File: config.mk
export PLATFORM = sky130hd
export DESIGN_NAME = pcd_top
export DESIGN_NICKNAME = d
export VERILOG_FILES = /design/src/hdl/pcd_pkg.sv /design/src/hdl/pcd_field_decode.sv /design/src/hdl/pcd_top.sv
export SDC_FILE = /design/constraint.sdc
export NUM_CORES = 1
export LEC_CHECK = 0
export ABC_AREA = 1
export BUFFER_PORTS_ARGS = -buffer_cell sky130_fd_sc_hd__buf_2
export CORE_MARGIN = 8
export CORE_UTILIZATION = 54
export DETAILED_ROUTE_END_ITERATION = 7
export GPL_TIMING_DRIVEN = 0
export HOLD_SLACK_MARGIN = 0.12
export PLACE_DENSITY = 0.94
export SKIP_CTS_REPAIR_TIMING = 1
export SLEW_MARGIN = 25
export SYNTH_ARGS = -nofsm -noshare
export SYNTH_HDL_FRONTEND = slang
export SYNTH_HIERARCHICAL = 1
export SYNTH_SLANG_ARGS = --single-unit
File: constraint.sdc
create_clock -name i_ref_clk -period 3.9 [get_ports i_ref_clk]
set_clock_uncertainty 0.2 [all_clocks]
set_input_delay 0.78 -clock i_ref_clk [delete_from_list [all_inputs] [get_ports i_ref_clk]]
set_output_delay 0.78 -clock i_ref_clk [all_outputs]
set_load 0.01 [all_outputs]
File: src/hdl/pcd_pkg.sv
package pcd_pkg;

    // Bus and register map.
    localparam int          DATA_W               = 32;
    localparam int          ADDR_W               = 12;
    localparam logic [11:0] OFF_CONFIG_WORD      = 12'h000;
    localparam logic [11:0] OFF_DECODED_RATIOS   = 12'h004;
    localparam logic [11:0] OFF_STATUS           = 12'h008;

    // Configuration word field positions.
    localparam int          ODIV_LSB             = 16;
    localparam int          USB_BYPASS_BIT       = 15;
    localparam int          UIDIV_LSB            = 8;
    localparam int          MUL_LSB              = 4;
    localparam int          IDIV_LSB             = 0;
    localparam int          SEL_W                = 3;

    // Reserved positions that must be programmed to one.
    localparam logic [31:0] RSVD_MASK            = 32'hFFF8_7888;

    // Decoded ratio register field positions.
    localparam int          RAT_ODIV_LSB         = 0;
    localparam int          RAT_MUL_LSB          = 16;
    localparam int          RAT_UIDIV_LSB        = 24;

    // Status register bit positions.
    localparam int          ST_VALID_BIT         = 0;
    localparam int          ST_RSVD_ERR_BIT      = 1;
    localparam int          ST_USB_BIT           = 2;

    // Reset value of the captured word: all ones, the erased state.
    localparam logic [31:0] CONFIG_WORD_RESET    = 32'hFFFF_FFFF;

endpackage : pcd_pkg

File: src/hdl/pcd_field_decode.sv
`timescale 1ns/10ps
module pcd_field_decode
    import pcd_pkg::*;
(
    input  wire logic [31:0] i_word,
    input  wire logic        i_usb_present,
    output logic      [8:0]  o_out_div,
    output logic      [4:0]  o_mul,
    output logic      [3:0]  o_usb_in_div,
    output logic             o_usb_bypass
);

    logic [2:0] odiv_sel;
    logic [2:0] mul_sel;
    logic [2:0] uidiv_sel;

    assign odiv_sel  = i_word[ODIV_LSB +: SEL_W];
    assign mul_sel   = i_word[MUL_LSB +: SEL_W];
    assign uidiv_sel = i_word[UIDIV_LSB +: SEL_W];

    always_comb begin
        unique case (odiv_sel)
            3'h0: o_out_div = 9'h001;
            3'h1: o_out_div = 9'h002;
            3'h2: o_out_div = 9'h004;
            3'h3: o_out_div = 9'h008;
            3'h4: o_out_div = 9'h010;
            3'h5: o_out_div = 9'h020;
            3'h6: o_out_div = 9'h040;
            3'h7: o_out_div = 9'h100;
        endcase
    end

    always_comb begin
        unique case (mul_sel)
            3'h0: o_mul = 5'h0F;
            3'h1: o_mul = 5'h10;
            3'h2: o_mul = 5'h11;
            3'h3: o_mul = 5'h12;
            3'h4: o_mul = 5'h13;
            3'h5: o_mul = 5'h14;
            3'h6: o_mul = 5'h15;
            3'h7: o_mul = 5'h18;
        endcase
    end

    // USB input divider table, only with USB present.
    always_comb begin
        if (!i_usb_present) begin
            o_usb_in_div = 4'h1;
        end else begin
            unique case (uidiv_sel)
                3'h0: o_usb_in_div = 4'h1;
                3'h1: o_usb_in_div = 4'h2;
                3'h2: o_usb_in_div = 4'h3;
                3'h3: o_usb_in_div = 4'h4;
                3'h4: o_usb_in_div = 4'h5;
                3'h5: o_usb_in_div = 4'h6;
                3'h6: o_usb_in_div = 4'hA;
                3'h7: o_usb_in_div = 4'hC;
            endcase
        end
    end

    // One bypasses the USB PLL, forced without USB.
    assign o_usb_bypass = i_usb_present ? i_word[USB_BYPASS_BIT] : 1'b1;

endmodule : pcd_field_decode

File: src/hdl/pcd_top.sv
// Function
// - Output divisor code maps to 1..256.
// - Bit 15 one bypasses USB PLL.
// - USB input divider code maps to 1..12.
// - Multiplier code maps to 15..24.
// - USB fields are decoded only with USB; the USB divider select passes raw.
`timescale 1ns/10ps
module pcd_top
    import pcd_pkg::*;
#(
    parameter bit USB_PRESENT = 1'b1
)
(
    input  wire logic              i_ref_clk,
    input  wire logic              i_reset_n,
    input  wire logic [31:0]       i_nv_config_word,
    input  wire logic              i_psel,
    input  wire logic              i_penable,
    input  wire logic              i_pwrite,
    input  wire logic [ADDR_W-1:0] i_paddr,
    input  wire logic [31:0]       i_pwdata,
    input  wire logic [3:0]        i_pstrb,
    output logic      [31:0]       o_prdata,
    output logic                   o_pready,
    output logic                   o_pslverr,
    output logic      [2:0]        o_pll_output_divisor_sel,
    output logic      [2:0]        o_pll_multiplier_sel,
    output logic      [2:0]        o_pll_input_div_sel,
    output logic      [2:0]        o_usb_pll_input_div_sel,
    output logic                   o_usb_pll_bypass,
    output logic      [8:0]        o_pll_out_div,
    output logic      [4:0]        o_pll_mul,
    output logic      [3:0]        o_usb_pll_in_div,
    output logic                   o_config_valid
);

    // Pin synchroniser and capture.
    logic [31:0] word_s1_q;
    logic [31:0] word_s1_d;
    logic [31:0] word_s2_q;
    logic [31:0] word_s2_d;
    logic [1:0]  cap_cnt_q;
    logic [1:0]  cap_cnt_d;
    logic [31:0] config_word_q;
    logic [31:0] config_word_d;
    logic        valid_q;
    logic        valid_d;
    logic        rsvd_err_q;
    logic        rsvd_err_d;

    // Decoded ratios held in registers.
    logic [8:0]  out_div_c;
    logic [4:0]  mul_c;
    logic [3:0]  usb_in_div_c;
    logic        usb_bypass_c;
    logic [8:0]  out_div_q;
    logic [8:0]  out_div_d;
    logic [4:0]  mul_q;
    logic [4:0]  mul_d;
    logic [3:0]  usb_in_div_q;
    logic [3:0]  usb_in_div_d;
    logic        usb_bypass_q;
    logic        usb_bypass_d;

    // Bus slave state.
    logic        pready_q;
    logic        pready_d;
    logic        pslverr_q;
    logic        pslverr_d;
    logic [31:0] prdata_q;
    logic [31:0] prdata_d;
    logic [31:0] rd_mux;
    logic        addr_hit;

    always_comb begin
        word_s1_d     = i_nv_config_word;
        word_s2_d     = word_s1_q;
        cap_cnt_d     = cap_cnt_q;
        config_word_d = config_word_q;
        valid_d       = valid_q;
        rsvd_err_d    = rsvd_err_q;
        if (!valid_q) begin
            if (cap_cnt_q == 2'h2) begin
                config_word_d = word_s2_q;
                valid_d       = 1'b1;
                rsvd_err_d    = ((word_s2_q & RSVD_MASK) != RSVD_MASK);
            end else begin
                cap_cnt_d = cap_cnt_q + 2'h1;
            end
        end
    end

    always_ff @(posedge i_ref_clk) begin
        word_s1_q <= word_s1_d;
        word_s2_q <= word_s2_d;
        if (!i_reset_n) begin
            cap_cnt_q     <= 2'h0;
            config_word_q <= CONFIG_WORD_RESET;
            valid_q       <= 1'b0;
            rsvd_err_q    <= 1'b0;
        end else begin
            cap_cnt_q     <= cap_cnt_d;
            config_word_q <= config_word_d;
            valid_q       <= valid_d;
            rsvd_err_q    <= rsvd_err_d;
        end
    end

    pcd_field_decode u_decode (
        .i_word        (config_word_q),
        .i_usb_present (USB_PRESENT),
        .o_out_div     (out_div_c),
        .o_mul         (mul_c),
        .o_usb_in_div  (usb_in_div_c),
        .o_usb_bypass  (usb_bypass_c)
    );

    always_comb begin
        out_div_d    = out_div_c;
        mul_d        = mul_c;
        usb_in_div_d = usb_in_div_c;
        usb_bypass_d = usb_bypass_c;
    end

    always_ff @(posedge i_ref_clk) begin
        if (!i_reset_n) begin
            out_div_q    <= 9'h001;
            mul_q        <= 5'h18;
            usb_in_div_q <= 4'hC;
            usb_bypass_q <= 1'b1;
        end else begin
            out_div_q    <= out_div_d;
            mul_q        <= mul_d;
            usb_in_div_q <= usb_in_div_d;
            usb_bypass_q <= usb_bypass_d;
        end
    end

    always_comb begin
        addr_hit = 1'b1;
        unique case (i_paddr)
            OFF_CONFIG_WORD: begin
                rd_mux = config_word_q;
            end
            OFF_DECODED_RATIOS: begin
                rd_mux                         = 32'h0000_0000;
                rd_mux[RAT_ODIV_LSB +: 9]      = out_div_q;
                rd_mux[RAT_MUL_LSB +: 5]       = mul_q;
                rd_mux[RAT_UIDIV_LSB +: 4]     = usb_in_div_q;
            end
            OFF_STATUS: begin
                rd_mux                  = 32'h0000_0000;
                rd_mux[ST_VALID_BIT]    = valid_q;
                rd_mux[ST_RSVD_ERR_BIT] = rsvd_err_q;
                rd_mux[ST_USB_BIT]      = USB_PRESENT;
            end
            default: begin
                rd_mux   = 32'h0000_0000;
                addr_hit = 1'b0;
            end
        endcase
    end

    always_comb begin
        pready_d  = 1'b0;
        pslverr_d = 1'b0;
        prdata_d  = 32'h0000_0000;
        if (i_psel && i_penable && !pready_q) begin
            pready_d = 1'b1;
            if (i_pwrite || !addr_hit) begin
                pslverr_d = 1'b1;
            end else begin
                prdata_d = rd_mux;
            end
        end
    end

    always_ff @(posedge i_ref_clk) begin
        if (!i_reset_n) begin
            pready_q  <= 1'b0;
            pslverr_q <= 1'b0;
            prdata_q  <= 32'h0000_0000;
        end else begin
            pready_q  <= pready_d;
            pslverr_q <= pslverr_d;
            prdata_q  <= prdata_d;
        end
    end

    assign o_prdata                 = prdata_q;
    assign o_pready                 = pready_q;
    assign o_pslverr                = pslverr_q;
    assign o_pll_output_divisor_sel = config_word_q[ODIV_LSB +: SEL_W];
    assign o_pll_multiplier_sel     = config_word_q[MUL_LSB +: SEL_W];
    assign o_pll_input_div_sel      = config_word_q[IDIV_LSB +: SEL_W];
    assign o_usb_pll_input_div_sel  = config_word_q[UIDIV_LSB +: SEL_W];
    assign o_usb_pll_bypass         = usb_bypass_q;
    assign o_pll_out_div            = out_div_q;
    assign o_pll_mul                = mul_q;
    assign o_usb_pll_in_div         = usb_in_div_q;
    assign o_config_valid           = valid_q;

endmodule : pcd_top

Word level (Yosys, flattened, before mapping)
Memories as Yosys holds them, arrays and structs flattened. A register that Yosys moved wholly into a read port is not among the register bits.
Cells that the tools add are included.

word-level totals
  logic and storage cells = 43
  bits in read-only memories = 136
  flip-flop bits (word level) = 144
  input port bits = 85
  output and inout bits = 66
  memories = 3

cells by class
  multiplexer cells = 6
  add/subtract/negate cells = 1
  bitwise gates (word level) = 4
  reduce and logical (&&, ||, !) cells = 14
  eq/ne operators = 4

memories
  name             words  bits a word  read ports  clocked after Yosys merged registers in  wr ports  RTL line                text
  (no name shown)  8      8            1           1                                        0         pcd_field_decode.sv:22  unique case (odiv_sel)
  (no name shown)  8      5            1           1                                        0         pcd_field_decode.sv:35  unique case (mul_sel)
  (no name shown)  8      4            1           1                                        0         pcd_field_decode.sv:52  unique case (uidiv_sel)

operator list
  cell                                                              number
  32-bit one-hot mux with 3 select lines                            1
  19-bit inequality test, second input constant                     1
  12-bit by 3-bit == test with 1-bit output, second input constant  1
  12-bit by 4-bit == test with 1-bit output, second input constant  1
  12-bit zero test                                                  1
  2-bit AND reduction                                               3
  3-bit OR reduction                                                2
  1-bit zero test                                                   5
  1-bit 2-to-1 mux                                                  5
  1-bit inverter                                                    4
  2-bit by 1-bit adder with 2-bit output, second input constant     1
  2-bit == test, second input constant                              1
  1-bit logical AND                                                 2
  1-bit logical OR                                                  1

Longest topological paths before layout
  depth in word-level cells = 6
  gate-level depth with buffers = 9
  mapped depth without buffers = 7

Hierarchy
Netlist, hierarchy kept.

modules (own cells, without submodules)
  module            area each (um2)  times used  cells each  seq. area each (um2)
  pcd_top           4665.7           1           490         3062.9
  pcd_field_decode  236.5            1           43          0.0

Worst setup path before layout
Ideal clock, no wire load.

  path kind = input-to-reg
  start = input i_paddr[11]
  end = register prdata_q[16], in the netlist o_prdata[16]
  library setup time = 62 ps
  setup slack = 2001 ps
  arrival = 1637 ps
  required time = 3638 ps
  stages = 9
  path buffers = 2
  cell sequence = nor2_1 > nand2_1 > nor2_2 > buf_4 > buf_4 > nand3_1 > nand2_1 > inv_2 > nor2_2

between the ends
  word-level cells in the longest chain between the ends = 6
  elaborated cells between the ends (all ways) = 9
  classes of those cells = eq/ne (2); mux (2); reduce/logical (5)

ends and longest elaborated chain
  what                                                               RTL line        text
  start: declaration                                                 pcd_top.sv:20   input wire logic [ADDR_W-1:0] i_paddr,
  12-bit by 4-bit == test with 1-bit output (tied with other cells)  pcd_top.sv:141  unique case (i_paddr)
  3-bit OR reduction (no source line)                                --
  1-bit 2-to-1 mux                                                   pcd_top.sv:141
  1-bit zero test                                                    pcd_top.sv:170  if (i_pwrite || !addr_hit) begin
  1-bit logical OR                                                   pcd_top.sv:170
  3-bit OR reduction (no source line)                                --
  end signal: assignment                                             pcd_top.sv:186  prdata_q <= prdata_d;
  end: declaration                                                   pcd_top.sv:70   logic [31:0] prdata_q;

Parallel ways exist; a longest one is shown, timed or not.
A chain may end at the register's enable or synchronous reset.

Final worst setup path
  start = register config_word_q[16]
  end = output o_pll_output_divisor_sel[0]

RTL lines
  what                      RTL line        text
  start: declaration        pcd_top.sv:44   logic [31:0] config_word_q;
  start signal: assignment  pcd_top.sv:103  config_word_q <= config_word_d;
  end: declaration          pcd_top.sv:26   output logic [2:0] o_pll_output_divisor_sel,

No word-level cell between the ends.

==> flow_summary.yaml <==
finish:
  area_growth_pct: 26.3
  design_area_um2: 6190
  final_cells: 790
  post-route-util_pct: 70.7
  fin_nets: 759
  antenna_cells: 0
  drive_gt1_share_pct: 30.2
  fill_cells: 567
clock_tree:
  clock_path_buffers: 2
  numCtsBuffers: 17
  path_clk_slew_ns: 0.07
  clk_latency_ns: 0.52
  cts.sinks: 153
  h-tree-depth: 4
  root_buffer: "clkbuf_8"
  cts_tree: "built"
pwr:
  p_leak_nw: 3.22
  peakVddDrop_uv: 402
  pwr_density_cell_nw_per_um2: 665
synth:
  synthCells: 533
  synth_fa_ha_area_share_pct: 1.28
  netlist_top_cells_area: "dfxtp_1, nand2_1, nand3_1"
  syn_area_per_cell_um2: 9.20
  synth_edf_count: 0
  yosysSeqAreaShare_pct: 62.5
  synth_commonest_cells: "dfxtp_1, nand2_1, nand3_1, inv_1, nor2_1"
  synth_top_family_by_area: "simple AND/OR/NAND/NOR gates"
  synth_seq_cells: 153
  synth_cell_types: 27
  async_flop_share_pct: 0
  synth_compound_area_share_pct: 1.28
  netlist_area_um2: 4900
  yosys_most_used_dff: "dfxtp_1"
  synth_top_area_share_pct: 62.5
  synth_top_area_cell: "dfxtp_1"
  synth_xor_area_share_pct: 0.179
  synth.mux.area_fraction_pct: 0
  yosysWarnings: 6
  synth-simple-area-share_pct: 25.1
  yosysMostFrequentCell: "dfxtp_1"
timing:
  rsz0062_at_grt: "no"
  slew_violations: 0
  tightestPinTransition_ns: 0.549
  setup-violations-final: 0
  holdWs_ns: 0.125
  clock.fmax_mhz: 416
  fin_crit_sh_pct: 61.7
  tns_ns: 0
  finalCriticalPeriod_ns: 2.41
  slew_headroom_pct: 63.4
  finalHoldViolCount: 0
setup_path:
  rrSetupSlack_ns: 2.02
  worstPathArrival_ns: 1.43
  r2r_end: "rsvd_err_q"
  worstSetupStartpointType: "flop"
  cp_max_fo: 8
  required_ns: 2.92
  reg2reg_from: "cap_cnt_q[0]"
  endpoint_kind: "primary output"
  r2r_cells: 7
  worstSetupStartpoint: "config_word_q[16]"
  critPathKind: "flop to primary output"
  crit_end: "o_pll_output_divisor_sel[0]"
run:
  max_cap_viol_count: 0
global_route:
  first_global_vias: 4190
  grt_max_degree: 17
  track_usage_pct: 19.3
  globalRouteOverflowTotal: 0
  grt_pass1_wl_mm: 19.5
  antenna_found_initial: 0
floorplan:
  pin_count: 151
  die_area_um2: 12400
  core-area_um2: 8760
  die_y_um: 111
  rows: 34
  start_util_pct: 55.9
  die_w_um: 111
hold_path:
  hold_class: "flop to flop"
placement:
  port_buffers: 114
  dp_cells: 758
  place_area_um2: 5620
  routabilityCongestion: 0.858
  hpwl_mm: 8.40
route:
  first_pass_iters: 6
  ant_nets: 0
  wl_mm: 12.0
  via_per_inst: 5.06
  num_vias: 3994
  drc_errors: 0
  wl_per_cell_um: 15.2
  drt_iter0_markers: 306
run_status:
  status: "finished clean"
==> cells in the final DEF (no fill, tap or decap), drive strengths merged <==
cell,synthesis,routed
o211ai,4,4
conb,2,5
buf,24,138
clkinv,0,3
o21ai,3,3
nand2,118,118
nor3,11,11
a21boi,1,1
clkbuf,10,28
bufinv,0,1
or2,7,7
a21oi,2,2
ha,5,5
xor2,1,1
nand4,17,17
nor2,39,39
inv,69,79
dfxtp,153,153
nand3,67,67
==> cells by family (layout without fill, tap and decap cells) <==
group | Yosys count | in the layout
xor gates and xnor gates | 1 | 1
DFF | 153 | 153
buffers and inverters | 103 | 249
AOI/OAI and AO/OA | 10 | 10
adders and majority gates | 5 | 5
and+or+nand+nor | 259 | 259
other | 2 | 5
==> per-stage QoR <==
stage | total power, mW | setup WS [ns]
after global routing | 4.29 | 1.46
after global placement | 2.49 | 1.69
after detailed placement | 2.54 | 1.65
after floorplan | 2.29 | 2.00
after CTS | 4.12 | 1.51
final | 4.12 | 1.49
==> worst max-delay path, stage by stage, from the launching register on <==
cell and delay (ns):
dfxtp_1 0.59, buf_4 0.18, buf_2 0.13
==> worst min-delay path by stage <==
| stage | start | to | depth (start not counted) |
|---|---|---|---|
| after floorplan | word_s1_q[0] | word_s2_q[0] | 0 |
| after global placement | word_s1_q[2] | word_s2_q[2] | 0 |
| after detailed placement | word_s1_q[17] | word_s2_q[17] | 0 |
| after CTS | word_s1_q[4] | word_s2_q[4] | 0 |
| after global routing | i_nv_config_word[29] | word_s1_q[29] | 1 |
| final | word_s1_q[28] | word_s2_q[28] | 0 |
==> power breakdown <==
part           total, mW  leakage [nW]  internal [mW]  switching (mW)
Clock               1.58         0.289          0.891           0.685
Sequential          1.91          1.27           1.75           0.163
Combinational      0.635          1.66          0.254           0.381
Total               4.12          3.22           2.89            1.23
==> layout make-up <==
| class | instances | area [um2] | share of cell area (%) |
|---|---|---|---|
| clock inverters | 14 | 146 | 2.36 |
| clock buffers | 18 | 428 | 6.91 |
| multi-input cells | 280 | 1380 | 22.3 |
| well taps | 108 | 135 | 2.18 |
| plain buffers | 34 | 210 | 3.39 |
| repair buffers | 114 | 571 | 9.21 |
| flip-flops and latches | 153 | 3060 | 49.5 |
| inverters | 69 | 259 | 4.18 |
==> per-layer routing <==
layer | global-route usage, % | vias up | part of all wire (%)
met5 | 0 | - | 0
met4 | 10.8 | 0 | 3.6
met1 | 20.0 | 1815 | 39
li1 | - | 1926 | -
met2 | 33.7 | 213 | 50
met3 | 6.33 | 40 | 7.9
==> state kept, by name (all words and copies together), names as in the netlist <==
| signal | cells |
|---|---|
| config_word_q | 32 |
| o_prdata | 32 |
| word_s1_q | 32 |
| word_s2_q | 32 |
| o_pll_out_div | 9 |
| o_pll_mul | 5 |
| o_usb_pll_in_div | 4 |
| cap_cnt_q | 2 |
| o_config_valid | 1 |
| o_pready | 1 |
| o_pslverr | 1 |
| o_usb_pll_bypass | 1 |
| rsvd_err_q | 1 |
Note: power is estimated with default switching activity, not from simulation.
